## src/design/ddr2_rap_consts.svh

```systemverilog
// Timing, width and burst constants for the DDR2 read auto-precharge pair
`ifndef DDR2_RAP_CONSTS_SVH
`define DDR2_RAP_CONSTS_SVH

// Command clock period and core times, in picoseconds
`define CK_PS        40000
`define T_RAS_PS     40000
`define T_RTP_PS     7500
`define T_RP_PS      15000
`define T_RCD_PS     15000

// Least time to whole cycles, rounded up, never below one
`define CEIL_CK(ps)  ((((ps) + `CK_PS - 1) / `CK_PS) < 1 ? 1 : (((ps) + `CK_PS - 1) / `CK_PS))

// Burst lengths and the prefetch spacing floor
`define BL_SHORT     4
`define BL_LONG      8
`define MIN_PF_GAP   2
`define WR_EXTRA     2

// Geometry
`define BANKS        4
`define BANK_W       2
`define COL_W        8
`define LANES        2
`define LANE_W       8
`define CNT_W        6
`define RL_MAX       15

`endif

```

## src/design/ddr2_rap_pkg.sv

```systemverilog
// Types and small helpers shared by both ends of the DDR2 link
`include "ddr2_rap_consts.svh"

package ddr2_rap_pkg;

  typedef enum logic [2:0] {
    cmd_nop   = 3'h0,
    cmd_act   = 3'h1,
    cmd_read  = 3'h2,
    cmd_write = 3'h3,
    cmd_pre   = 3'h4
  } cmd_t;

  typedef enum logic [1:0] {
    op_read  = 2'h0,
    op_write = 2'h1,
    op_pre   = 2'h2
  } op_t;

  // Gray codes along idle, open, access
  typedef enum logic [1:0] {
    st_idle   = 2'h0,
    st_open   = 2'h1,
    st_access = 2'h3,
    st_close  = 2'h2
  } state_t;

  typedef logic [`CNT_W-1:0] cnt_t;

  // Spacing counter has run out at this edge
  function automatic logic elapsed(input cnt_t c);
    return c <= cnt_t'(1);
  endfunction

  // Counts down to zero and holds
  function automatic cnt_t tick(input cnt_t c);
    return (c == cnt_t'(0)) ? c : c - cnt_t'(1);
  endfunction

  function automatic cnt_t cmax(input cnt_t a, input cnt_t b);
    return (a > b) ? a : b;
  endfunction

endpackage

```

## src/design/ddr2_link.sv

```systemverilog
// Command and read-data link between controller and DDR2 device
`timescale 1ns/1ns
`default_nettype none
`include "ddr2_rap_consts.svh"

interface ddr2_link;
  import ddr2_rap_pkg::*;

  cmd_t                     cmd;
  logic [`BANK_W-1:0]       bank;
  logic [`COL_W-1:0]        col;
  logic                     a10;
  logic [`LANES*`LANE_W-1:0] dq;
  logic [`LANES-1:0]        dq_oe;
  logic [`LANES-1:0]        dqs;
  logic [`LANES-1:0]        dqs_oe;

  modport dev (input cmd, input bank, input col, input a10,
               output dq, output dq_oe, output dqs, output dqs_oe);
  modport host (output cmd, output bank, output col, output a10,
                input dq, input dq_oe, input dqs, input dqs_oe);
endinterface

`default_nettype wire

```

## src/design/ddr2_rap_device.sv

```systemverilog
// DDR2 device end: per-bank read auto-precharge timing and read data path
//
// What this block and the controller end do together
// A10 high on READ means auto precharge
// Precharge starts AL plus BL/2 edges later
// Postpone precharge until row-active and read-to-precharge elapse
// Row precharge count starts when precharge begins
// BL4: activate after AL plus rounded RTP+RP
// BL8: activate after AL+2 plus rounded RTP+RP
// Round summed RTP+RP over period upward
// Precharge never before last prefetch plus two
// Auto precharge runs while other banks work
// Other bank: read BL/2, precharge/activate 1 later
// Other bank write waits BL/2 plus two
// Explicit precharge spacing after plain READ
// Explicit precharge waits minimum row-active time
// Lower strobe bits 0-7, upper 8-15
// First data at AL plus CL
// RTP measured from last prefetch edge
// Separate timing counters for every bank
`include "ddr2_rap_consts.svh"
`timescale 1ns/1ns
`default_nettype none

module ddr2_rap_device
  import ddr2_rap_pkg::*;
#(
  parameter int AL = 0,
  parameter int CL = 3,
  parameter int BL = `BL_SHORT
) (
  input  wire logic               clock_i,
  input  wire logic               rst_i,
  ddr2_link.dev                   link,
  output logic [`BANKS-1:0]       bank_open_o,
  output logic [`BANKS-1:0]       ap_pending_o,
  output logic [`BANKS-1:0]       ap_start_o,
  output logic [`BANKS-1:0]       precharging_o
);

  localparam int   RL       = AL + CL;
  localparam int   HALF     = BL / 2;
  localparam int   LPF      = HALF - `MIN_PF_GAP;
  localparam cnt_t RAS_CK   = cnt_t'(`CEIL_CK(`T_RAS_PS));
  localparam cnt_t RTP_CK   = cnt_t'(`CEIL_CK(`T_RTP_PS));
  localparam cnt_t RP_CK    = cnt_t'(`CEIL_CK(`T_RP_PS));
  localparam cnt_t AP_BASE  = cnt_t'(AL + HALF);
  localparam cnt_t PF_FLOOR = cnt_t'(AL + LPF + `MIN_PF_GAP);
  localparam cnt_t RTP_LOAD = cnt_t'(AL + LPF) + RTP_CK;
  localparam cnt_t BEATS    = cnt_t'(HALF - 1);

  // Refuse settings the pipeline cannot serve
  generate
    if ((BL != `BL_SHORT && BL != `BL_LONG) || CL < 2 || AL < 0
        || RL > `RL_MAX) begin : g_bad_cfg
      $error("ddr2_rap_device: unsupported AL, CL or BL");
    end
  endgenerate

  // Per-bank timing state
  cnt_t ras_cnt [`BANKS];
  cnt_t rtp_cnt [`BANKS];
  cnt_t ap_cnt  [`BANKS];
  cnt_t rp_cnt  [`BANKS];
  cnt_t next_ras [`BANKS];
  cnt_t next_rtp [`BANKS];
  cnt_t next_ap  [`BANKS];
  cnt_t next_rp  [`BANKS];
  logic [`BANKS-1:0] next_open;
  logic [`BANKS-1:0] next_pend;
  logic [`BANKS-1:0] next_start;
  logic [`BANKS-1:0] next_prech;

  // Read latency pipeline and burst state
  logic [RL-1:0]      pipe_v;
  logic [`COL_W-1:0]  pipe_col [RL];
  logic [RL-1:0]      next_pipe_v;
  logic [`COL_W-1:0]  next_pipe_col [RL];
  cnt_t               beat_left;
  cnt_t               next_beat_left;
  logic [`COL_W-1:0]  beat_col;
  logic [`COL_W-1:0]  next_beat_col;
  logic               drive;
  logic               next_drive;
  logic               dqs_phase;
  logic               next_dqs_phase;

  // Bank timing: countdown, auto-precharge launch, command decode
  always_comb begin
    next_open  = bank_open_o;
    next_pend  = ap_pending_o;
    next_start = '0;
    for (int b = 0; b < `BANKS; b++) begin
      next_ras[b] = tick(ras_cnt[b]);
      next_rtp[b] = tick(rtp_cnt[b]);
      next_ap[b]  = tick(ap_cnt[b]);
      next_rp[b]  = tick(rp_cnt[b]);
      // Launch once every minimum has run out
      if (ap_pending_o[b] && elapsed(ap_cnt[b]) && elapsed(ras_cnt[b])
          && elapsed(rtp_cnt[b])) begin
        next_open[b]  = 1'b0;
        next_pend[b]  = 1'b0;
        next_start[b] = 1'b1;
        next_rp[b]    = RP_CK;
      end
    end
    case (link.cmd)
      cmd_act: begin
        next_open[link.bank] = 1'b1;
        next_ras[link.bank]  = RAS_CK;
      end
      cmd_read: begin
        if (link.a10) begin
          next_pend[link.bank] = 1'b1;
          next_ap[link.bank]   = cmax(AP_BASE, PF_FLOOR);
          next_rtp[link.bank]  = RTP_LOAD;
        end
      end
      cmd_pre: begin
        // A bank already closing on its own ignores it
        if (!ap_pending_o[link.bank]) begin
          next_open[link.bank] = 1'b0;
          next_rp[link.bank]   = RP_CK;
        end
      end
      default: begin
      end
    endcase
    // Precharging while the row precharge count has not reached zero
    for (int b = 0; b < `BANKS; b++) begin
      next_prech[b] = (next_rp[b] != cnt_t'(0));
    end
  end

  always_ff @(posedge clock_i) begin
    if (rst_i) begin
      bank_open_o   <= '0;
      ap_pending_o  <= '0;
      ap_start_o    <= '0;
      precharging_o <= '0;
      for (int b = 0; b < `BANKS; b++) begin
        ras_cnt[b] <= '0;
        rtp_cnt[b] <= '0;
        ap_cnt[b]  <= '0;
        rp_cnt[b]  <= '0;
      end
    end else begin
      bank_open_o   <= next_open;
      ap_pending_o  <= next_pend;
      ap_start_o    <= next_start;
      precharging_o <= next_prech;
      for (int b = 0; b < `BANKS; b++) begin
        ras_cnt[b] <= next_ras[b];
        rtp_cnt[b] <= next_rtp[b];
        ap_cnt[b]  <= next_ap[b];
        rp_cnt[b]  <= next_rp[b];
      end
    end
  end

  // Read path: token travels RL stages, then BL/2 beats
  always_comb begin
    next_pipe_v = pipe_v >> 1;
    for (int i = 0; i < RL - 1; i++) begin
      next_pipe_col[i] = pipe_col[i + 1];
    end
    next_pipe_col[RL-1] = pipe_col[RL-1];
    if (link.cmd == cmd_read) begin
      next_pipe_v[RL-1]   = 1'b1;
      next_pipe_col[RL-1] = link.col;
    end
    next_beat_left = beat_left;
    next_beat_col  = beat_col;
    next_drive     = 1'b0;
    next_dqs_phase = 1'b0;
    if (pipe_v[0]) begin
      next_beat_left = BEATS;
      next_beat_col  = pipe_col[0];
      next_drive     = 1'b1;
      next_dqs_phase = 1'b1;
    end else if (beat_left != cnt_t'(0)) begin
      next_beat_left = beat_left - cnt_t'(1);
      next_beat_col  = beat_col + `COL_W'(1);
      next_drive     = 1'b1;
      next_dqs_phase = ~dqs_phase;
    end
  end

  always_ff @(posedge clock_i) begin
    if (rst_i) begin
      pipe_v    <= '0;
      beat_left <= '0;
      beat_col  <= '0;
      drive     <= 1'b0;
      dqs_phase <= 1'b0;
      for (int i = 0; i < RL; i++) begin
        pipe_col[i] <= '0;
      end
    end else begin
      pipe_v    <= next_pipe_v;
      beat_left <= next_beat_left;
      beat_col  <= next_beat_col;
      drive     <= next_drive;
      dqs_phase <= next_dqs_phase;
      for (int i = 0; i < RL; i++) begin
        pipe_col[i] <= next_pipe_col[i];
      end
    end
  end

  wire logic [`LANES*`LANE_W-1:0] next_dq;

  // Lane 0 carries the column, lane 1 its complement
  generate
    for (genvar l = 0; l < `LANES; l++) begin : g_lane
      assign next_dq[l*`LANE_W +: `LANE_W] = (l == 0) ? next_beat_col : ~next_beat_col;
    end
  endgenerate

  // Byte lanes, each with its own strobe and enable; one writer for the link
  always_ff @(posedge clock_i) begin
    if (rst_i) begin
      link.dq     <= '0;
      link.dq_oe  <= '0;
      link.dqs    <= '0;
      link.dqs_oe <= '0;
    end else begin
      link.dq     <= next_drive ? next_dq : '0;
      link.dq_oe  <= {`LANES{next_drive}};
      link.dqs    <= {`LANES{next_dqs_phase}};
      link.dqs_oe <= {`LANES{next_drive}};
    end
  end

endmodule

`default_nettype wire

```

## src/flat_wrapper.sv

```systemverilog
// flat-port wrapper written by rule: the top's interface ports become plain ports
module ddr2_rap_device_flat import ddr2_rap_pkg::*;
#(
  parameter int AL = 0,
  parameter int CL = 3,
  parameter int BL = `BL_SHORT
)
  (clock_i, rst_i, bank_open_o, ap_pending_o, ap_start_o, precharging_o, link_cmd, link_bank, link_col, link_a10, link_dq, link_dq_oe, link_dqs, link_dqs_oe);
  ddr2_link link_i ();
  input  wire logic clock_i;
  input  wire logic rst_i;
  output logic [`BANKS-1:0] bank_open_o;
  output logic [`BANKS-1:0] ap_pending_o;
  output logic [`BANKS-1:0] ap_start_o;
  output logic [`BANKS-1:0] precharging_o;
  input wire logic [$bits(link_i.cmd)-1:0] link_cmd;
  input wire logic [$bits(link_i.bank)-1:0] link_bank;
  input wire logic [$bits(link_i.col)-1:0] link_col;
  input wire logic [$bits(link_i.a10)-1:0] link_a10;
  output wire logic [$bits(link_i.dq)-1:0] link_dq;
  output wire logic [$bits(link_i.dq_oe)-1:0] link_dq_oe;
  output wire logic [$bits(link_i.dqs)-1:0] link_dqs;
  output wire logic [$bits(link_i.dqs_oe)-1:0] link_dqs_oe;
  assign link_i.cmd = link_cmd;
  assign link_i.bank = link_bank;
  assign link_i.col = link_col;
  assign link_i.a10 = link_a10;
  assign link_dq = link_i.dq;
  assign link_dq_oe = link_i.dq_oe;
  assign link_dqs = link_i.dqs;
  assign link_dqs_oe = link_i.dqs_oe;
  ddr2_rap_device #(.AL(AL), .CL(CL), .BL(BL)) u_core (.clock_i(clock_i), .rst_i(rst_i), .link(link_i), .bank_open_o(bank_open_o), .ap_pending_o(ap_pending_o), .ap_start_o(ap_start_o), .precharging_o(precharging_o));
endmodule
```

## config.mk

```make
export PLATFORM = sky130hd
export DESIGN_NAME = ddr2_rap_device_flat
export DESIGN_NICKNAME = d
export VERILOG_FILES = /design/src/design/ddr2_rap_pkg.sv /design/src/design/ddr2_link.sv /design/src/design/ddr2_rap_device.sv /design/src/flat_wrapper.sv
export VERILOG_INCLUDE_DIRS = /design/src /design/src/design
export SDC_FILE = /design/constraint.sdc
export NUM_CORES = 1
export LEC_CHECK = 0
export BUFFER_PORTS_ARGS = -buffer_cell sky130_fd_sc_hd__buf_2
export CORE_MARGIN = 2
export CORE_UTILIZATION = 40
export CTS_BUF_LIST = sky130_fd_sc_hd__clkbuf_2
export CTS_CLUSTER_DIAMETER = 120
export CTS_CLUSTER_SIZE = 8
export DETAILED_ROUTE_END_ITERATION = 7
export HOLD_SLACK_MARGIN = 0.1
export PLACE_DENSITY_LB_ADDON = 0.05
export SETUP_SLACK_MARGIN = 0.1
export SLEW_MARGIN = 40
export SYNTH_ARGS = -nofsm -noshare
export SYNTH_HDL_FRONTEND = slang
export SYNTH_SLANG_ARGS = --single-unit
```

## constraint.sdc

```tcl
create_clock -name clock_i -period 2.1 [get_ports clock_i]
set_input_delay 0.21 -clock clock_i [delete_from_list [all_inputs] [get_ports clock_i]]
set_output_delay 0.21 -clock clock_i [all_outputs]
set_load 0.005 [all_outputs]
```

==> run metrics, run 1 <==
result of the run=finished, final reports clean; post-place setup slack=57.7 ps; Hold Crit Class=in -> reg; Final Non-Filler Cells=1,150; Max VDD drop=0.834 mV; layout overhead on the synthesized area=15.3%; wire length of the first global-routing pass=25.5 mm; normalized max-slew margin=60.1%; combinational share of power=46.1%; remaining global-route overflow=0; proportion of synthesized chip area in sequential cells=46.5%; final number of max-transition violations=0; # DRC=0; flop and latch count out of synthesis=171; Final Hold Vio Count=0; post-route fraction of the period consumed by the critical path=90.3%; category of the critical setup timing path=reg -> reg; die width=140 um; number of unique standard cell types used by synthesis=55; vias in the first global route=5,641; count of input and output buffers=53; layout cell share with drive strength beyond 1=12.4%; overall routing resource usage=15.7%; leakage power summed over all cells=3.58 nW; CP required=2740 ps; number of placed instances, taps included=1,090; part of the power in registers=40.4%; number of nets in the layout=962; cell area after technology mapping=7360 um2; clock tree from TritonCTS=yes; Primary FF master, synth=dfxtp_1; Syn Area/Cell=9.01 um2; number of synthesized flops with an enable pin=0; antenna violations before repair=1; buffers from clock root to sink, at most=2; CTS sink count=171; internal cell power=0.00774 W; transition at the pin with the smallest max-transition slack=598 ps; clock power share=13.5%; Vias=5,660; fraction of power spent switching nets=41.6%; nets in the synthesized netlist=871; setup repair after global routing missed its margin=true; YS warnings=0; insertion delay of the later-clocked pin in the worst-skew pair=720 ps; final worst setup slack=204 ps; Final setup violation count=0; Initial DRC Count=193; switching power=0.00551 W; crit path launch type=flop; total iterations of the first detailed-routing run=4; Clock H-tree levels=4; total routed wirelength=14.9 mm; CORE AREA=18,000 um2; standard-cell rows=49; Via-to-Cell Ratio=4.92; wire length per cell=13.0 um; Worst EP arrival=2540 ps; Post-DP HPWL=10.9 mm; number of max-cap violations=0; final estimated routing congestion in global placement=0.796; starting density of the core=40.8%; Clk pin slew, worst setup/hold paths=270 ps; clock buffers created by TritonCTS=17; achievable frequency=0.527 GHz; Die Area=19,500 um2; cell at the root of the clock tree=clkbuf_2; maximum number of pins on one net before global-route repair=29; nature of the critical path endpoint=flop; share of synthesized flip-flops with an asynchronous set or reset=0%; Boundary Pins=54; worst-path fanout max=5; power density of the placed cells=1560 nW/um2; number of fillers in the final layout=1,770; number of buffers inserted by post-CTS setup repair=0; synthesized instance count=816; clock tree skew after final layout=31.3 ps; antenna violation net count after detailed routing=0; Fin Setup TNS=0 ps; height of the die=140 um; fin crit period=1900 ps
==> cell type report <==
class / instances / area, um2 / area share (%)
antenna: 1 / 2.50 / 0.0295
clock buffer: 17 / 85.1 / 1.00
clock inverter: 15 / 165 / 1.95
inverter: 38 / 143 / 1.68
multi-input combinational: 585 / 3710 / 43.7
sequential: 171 / 3420 / 40.4
tap: 229 / 287 / 3.38
timing repair buffer: 94 / 666 / 7.85
==> cell usage in the layout (no fill, tap or decap), types with 17 or more instances in the layout <==
master,count
buf_2,53
nor2_1,129
nor3_1,45
a21oi_1,35
inv_1,35
dlygate4sd3_1,27
xor2_1,25
dfxtp_1,170
ha_1,39
nor2b_1,21
clkbuf_2,17
nand2_1,75
xnor2_1,57
==> state kept, by name (all words and copies together) (netlist names) <==
register and count:
u_core.ap_cnt 24, u_core.bank_open_o 4, u_core.ap_pending_o 4, u_core.ras_cnt 24
u_core.rtp_cnt 24, u_core.pipe_col 24, u_core.ap_start_o 4, u_core.precharging_o 4
u_core.beat_col 8, u_core.pipe_v 3, u_core.link.dq_oe 1, u_core.beat_left 6
u_core.rp_cnt 24, u_core.link.dq 16, u_core.dqs_phase 1
==> worst paths after layout <==
path	from	endpoint	slack (ps)	depth (start not counted)
max	u_core.rtp_cnt[3][2]$_SDFF_PP0_	u_core.precharging_o[3]$_SDFF_PP0_	200	5
min	link_col[0]	u_core.pipe_col[0][16]$_SDFFE_PP0P_	290	3
max reg2reg	u_core.rtp_cnt[3][2]$_SDFF_PP0_	u_core.precharging_o[3]$_SDFF_PP0_	200	5
min reg2reg	u_core.pipe_col[0][9]$_SDFF_PP0_	u_core.pipe_col[0][1]$_SDFF_PP0_	460	1
==> power by group through the flow <==
stage	clock network (W)	registers, W	logic (W)
after global placement	0	0.00535	0.00588
after CTS	0.00189	0.00532	0.00616
after global routing	0.00202	0.00550	0.00705
after detailed placement	0	0.00539	0.00607
after floorplan	0	0.00516	0.00502
final	0.00179	0.00535	0.00611
==> critical path: stages (launching register included) <==
cell and delay [ps]:
dfxtp_1 430, nor4_2 350, o221ai_1 180, or3_1 470
nor2b_1 210, a31oi_1 190
==> routing by layer <==
metal,global-route usage (%),vias up,part of all wire [%]
met1,19.7,2640,48
li1,-,2955,-
met2,27.2,58,48
met5,0,-,0
met4,3.89,0,0.90
met3,3.99,7,3.2
==> synth_stat cells (all sizes together), types with 2 or more instances <==
master   count  area [um2]
o21ai       12        60.1
xor2        25         219
or2          2        12.5
o22a         9        78.8
xnor2       58         508
o21a         5        37.5
nand3b       3        22.5
nor4bb       2        20.0
a31oi        8        50.1
nor2       130         495
o221ai       2        17.5
or4b         2        20.0
nor3b        5        37.5
buf          8        63.8
nand3        7        35.0
dfxtp      171        3420
o2111ai      4        52.6
a211oi      12        90.1
and3         5        31.3
a2111oi      5        43.8
inv         37         139
nor3        46         230
o31ai        3        22.5
nand2       75         282
nor4        14        87.6
mux2i        3        42.5
ha          39         488
nand4        3        18.8
or3         12        75.1
nand2b      12        75.1
clkbuf      14        52.6
nand4b       8        70.1
and2         4        25.0
a21oi       35         175
a21boi       3        22.5
nor2b       21         131
==> per-stage QoR <==
stage          area, um2  hold WS (ps)  util, %  total power (W)
4_1_cts             8450           212     46.9           0.0134
6_report            8480           291     47.0           0.0133
3_5_place_dp        7920           423     43.9           0.0115
3_3_place_gp        7920           417     43.9           0.0112
2_1_floorplan       7360           351        -           0.0102
5_1_grt             8480           225     47.0           0.0146
==> repair_timing <==
item / in CTS / in global routing
resized for setup: 1 / 7
hold endpoints to repair: 78 / 0
setup endpoints to repair: 3 / 13
pin swaps: 0 / 1
hold buffers: 27 / 0
==> logic make-up (layout without fill, tap and decap cells) <==
family,Yosys count,after routing,share of synthesized area [%]
AND/OR/NAND/NOR,355,355,23.2
flip-flops,171,171,46.5
AO/OA/AOI/OAI,105,105,9.68
XOR/XNOR,83,83,9.88
buffers and inverters,60,164,3.52
adder cells (fa/ha/maj),39,39,6.63
multiplexers,3,3,0.578
other,0,1,0
Power figures use the tool's default switching activity.
==> run 2, diff against run 1 <==
RECOVER_POWER = 100   (was default)
==> run metrics, run 2 (synthesis gave the netlist of run 1 again) <==
critical-path cell with the highest stage delay=dlygate4sd3_1 (was or3_1); result of the run=finished, final reports clean (unchanged); power density of the placed cells=1570 nW/um2 (was 1560 nW/um2); Final setup violation count=0 (unchanged); clock buffers created by TritonCTS=17 (unchanged); fin crit period=1920 ps (was 1900 ps); Vias=5,681 (was 5,660); fraction of power spent switching nets=41.7% (was 41.6%); number of fillers in the final layout=1,784 (was 1,770); normalized max-slew margin=60.7% (was 60.1%); CTS sink count=171 (unchanged); insertion delay of the later-clocked pin in the worst-skew pair=720 ps (about the same); height of the die=140 um (unchanged); leading cell type in the layout, fill and taps excluded=dfxtp_1 (unchanged); cell depth of the worst flop-to-flop path=7 (was 5); post-route cell area=8400 um2 (was 8480 um2); Post-DP HPWL=10.9 mm (unchanged); internal cell power=0.00769 W (was 0.00774 W); final number of max-transition violations=0 (unchanged); cell at the root of the clock tree=clkbuf_2 (unchanged); Core Util, Final=46.6% (was 47.0%); clock tree skew after final layout=33.4 ps (was 31.3 ps); clock power share=13.6% (was 13.5%); overall routing resource usage=15.7% (unchanged); starting density of the core=40.8% (unchanged); Die Area=19,500 um2 (unchanged); Hold Crit Class=in -> reg (unchanged); remaining global-route overflow=0 (unchanged); nature of the critical path endpoint=flop (unchanged); count of input and output buffers=53 (unchanged); Reg2Reg Launch Point=u_core.beat_left[1]$_SDFFE_PP0N_ (was u_core.rtp_cnt[3][2]$_SDFF_PP0_); clock tree from TritonCTS=yes (unchanged); register-to-register path setup slack=200 ps (about the same); Max VDD drop=0.835 mV (was 0.834 mV); wire length of the first global-routing pass=25.5 mm (unchanged); number of nets in the layout=962 (unchanged); worst-path fanout max=9 (was 5); post-route fraction of the period consumed by the critical path=91.7% (was 90.3%); number of max-cap violations=0 (unchanged); number of buffer and inverter stages on the critical path=3 (was 0); layout overhead on the synthesized area=14.2% (was 15.3%); top library cells by usage in the layout, fill and taps aside=dfxtp_1 (170), nor2_1 (129), nand2_1 (75), xnor2_1 (58), nor3_1 (46) (was dfxtp_1 (170), nor2_1 (129), nand2_1 (75), xnor2_1 (57), buf_2 (53)); transition at the pin with the smallest max-transition slack=590 ps (was 598 ps); vias in the first global route=5,641 (unchanged); Clk pin slew, worst setup/hold paths=270 ps (about the same); achievable frequency=0.519 GHz (was 0.527 GHz); part of the power in registers=40.6% (was 40.4%); destination of the worst register-to-register timing path=u_core.link.dq[11]$_SDFF_PP0_ (was u_core.precharging_o[3]$_SDFF_PP0_); Clock H-tree levels=4 (unchanged); maximum number of pins on one net before global-route repair=29 (unchanged); # DRC=0 (unchanged); Via-to-Cell Ratio=4.94 (was 4.92); cell family with the largest share of critical-path delay=buffers and inverters (was simple AND/OR/NAND/NOR gates); standard-cell rows=49 (unchanged); Initial DRC Count=199 (was 193); CORE AREA=18,000 um2 (unchanged); total iterations of the first detailed-routing run=4 (unchanged); combinational share of power=45.9% (was 46.1%); CP required=2780 ps (was 2740 ps); Fin Setup TNS=0 ps (unchanged); hold-critical path depth=3 (unchanged); antenna violation net count after detailed routing=0 (unchanged); crit path launch type=input port (was flop); switching power=0.00550 W (was 0.00551 W); Area after DPL=7920 um2 (unchanged); total routed wirelength=14.9 mm (about the same); largest incremental delay on the critical path=550 ps (was 470 ps); buffers from clock root to sink, at most=2 (unchanged); leakage power summed over all cells=3.46 nW (was 3.58 nW); setup repair after global routing missed its margin=true (unchanged); layout cell share with drive strength beyond 1=8.91% (was 12.4%); final estimated routing congestion in global placement=0.796 (unchanged); wire length per cell=13.0 um (about the same); worst-case hold path end point=u_core.pipe_col[0][16]$_SDFFE_PP0P_ (unchanged); Final Hold Vio Count=0 (unchanged); antenna violations before repair=1 (unchanged); die width=140 um (unchanged); Boundary Pins=54 (unchanged); cell-by-cell listing of the critical path=dlygate4sd3_1 -> clkbuf_1 -> nor2_1 -> nand2_1 -> nor2_1 -> o22a_1 -> dlygate4sd3_1 (was nor4_2 -> o221ai_1 -> or3_1 -> nor2b_1 -> a31oi_1); category of the critical setup timing path=in -> reg (was reg -> reg); hold wc startpoint=link_col[0] (unchanged); number of buffers inserted by post-CTS setup repair=0 (unchanged); Worst EP arrival=2610 ps (was 2540 ps)
==> run 2: cell count changes in the layout (fill, tap and decap cells not counted) <==
cell      delta
buf_4        -9
and2_1       -1
xnor2_2      -1
clkbuf_1    +29
buf_2       -20
or3_1        +1
or3_4        -1
nor3_1       +1
and2_0       +1
xnor2_1      +1
nor3_2       -1
==> run 2: how the worst max path moves through the flow <==
| stage | from | end | slack (ps) | cells past startpoint |
|---|---|---|---|---|
| after floorplan | u_core.beat_left[0]$_SDFFE_PP0N_ | u_core.link.dq[11]$_SDFF_PP0_ | 220 | 8 |
| after global placement | u_core.beat_left[0]$_SDFFE_PP0N_ | u_core.link.dq[11]$_SDFF_PP0_ | 90 | 7 |
| after detailed placement | u_core.beat_left[0]$_SDFFE_PP0N_ | u_core.link.dq[11]$_SDFF_PP0_ | 60 | 7 |
| after CTS | u_core.rtp_cnt[3][2]$_SDFF_PP0_ | u_core.precharging_o[3]$_SDFF_PP0_ | 100 | 5 |
| after global routing | link_cmd[0] | u_core.bank_open_o[3]$_SDFF_PP0_ | 50 | 7 |
| final | link_cmd[0] | u_core.pipe_col[0][17]$_SDFFE_PP0P_ | 180 | 7 |
==> run 2: per-stage QoR <==
| step | total power [W] | cells | worst slack [ps] | hold WS (ps) |
|---|---|---|---|---|
| after detailed placement | 0.0115 | 1090 | 57.7 | 423 |
| after CTS | 0.0134 | 1149 | 103 | 212 |
| after global placement | 0.0112 | 1090 | 88.5 | 417 |
| after global routing | 0.0145 | 1150 | 46.4 | 225 |
| final | 0.0132 | 1150 | 175 | 292 |
| after floorplan | 0.0102 | 816 | 220 | 351 |
==> run 2: cell type report <==
class | count | area, um2 | area share, %
Multi-Input combinational cell | 585 | 3690 | 43.9
Sequential cell | 171 | 3420 | 40.8
Timing Repair Buffer | 94 | 607 | 7.22
Tap cell | 229 | 287 | 3.41
Clock inverter | 15 | 165 | 1.97
Inverter | 38 | 143 | 1.70
Clock buffer | 17 | 85.1 | 1.01
Antenna cell | 1 | 2.50 | 0.0298
==> run 2: repair_timing <==
item,CTS,global route
pin swaps,0,1
setup endpoints to repair,3,13
resized for setup,1,7
hold buffers,27,0
endpoints found under the hold margin,78,0
==> run 2: layer usage <==
metal  track usage [%]  routed length [um]
met5                 0                   0
met4              3.89                 135
met3              3.99                 483
met2              27.2                7090
met1              19.7                7230
==> run 2: power by group through the flow <==
stage | sequential, W | clock [W] | combinational, W
after floorplan | 0.00516 | 0 | 0.00502
after global placement | 0.00535 | 0 | 0.00588
after detailed placement | 0.00539 | 0 | 0.00607
after CTS | 0.00532 | 0.00189 | 0.00616
after global routing | 0.00550 | 0.00202 | 0.00699
final | 0.00535 | 0.00179 | 0.00605
==> run 2: worst reg2reg max path: stages, from the launching register on <==
cell       delay [ps]
dfxtp_1           380
inv_1              80
ha_1              130
or4b_4            530
o2111ai_4         280
xnor2_1           200
mux2i_4           110
and2_1            160
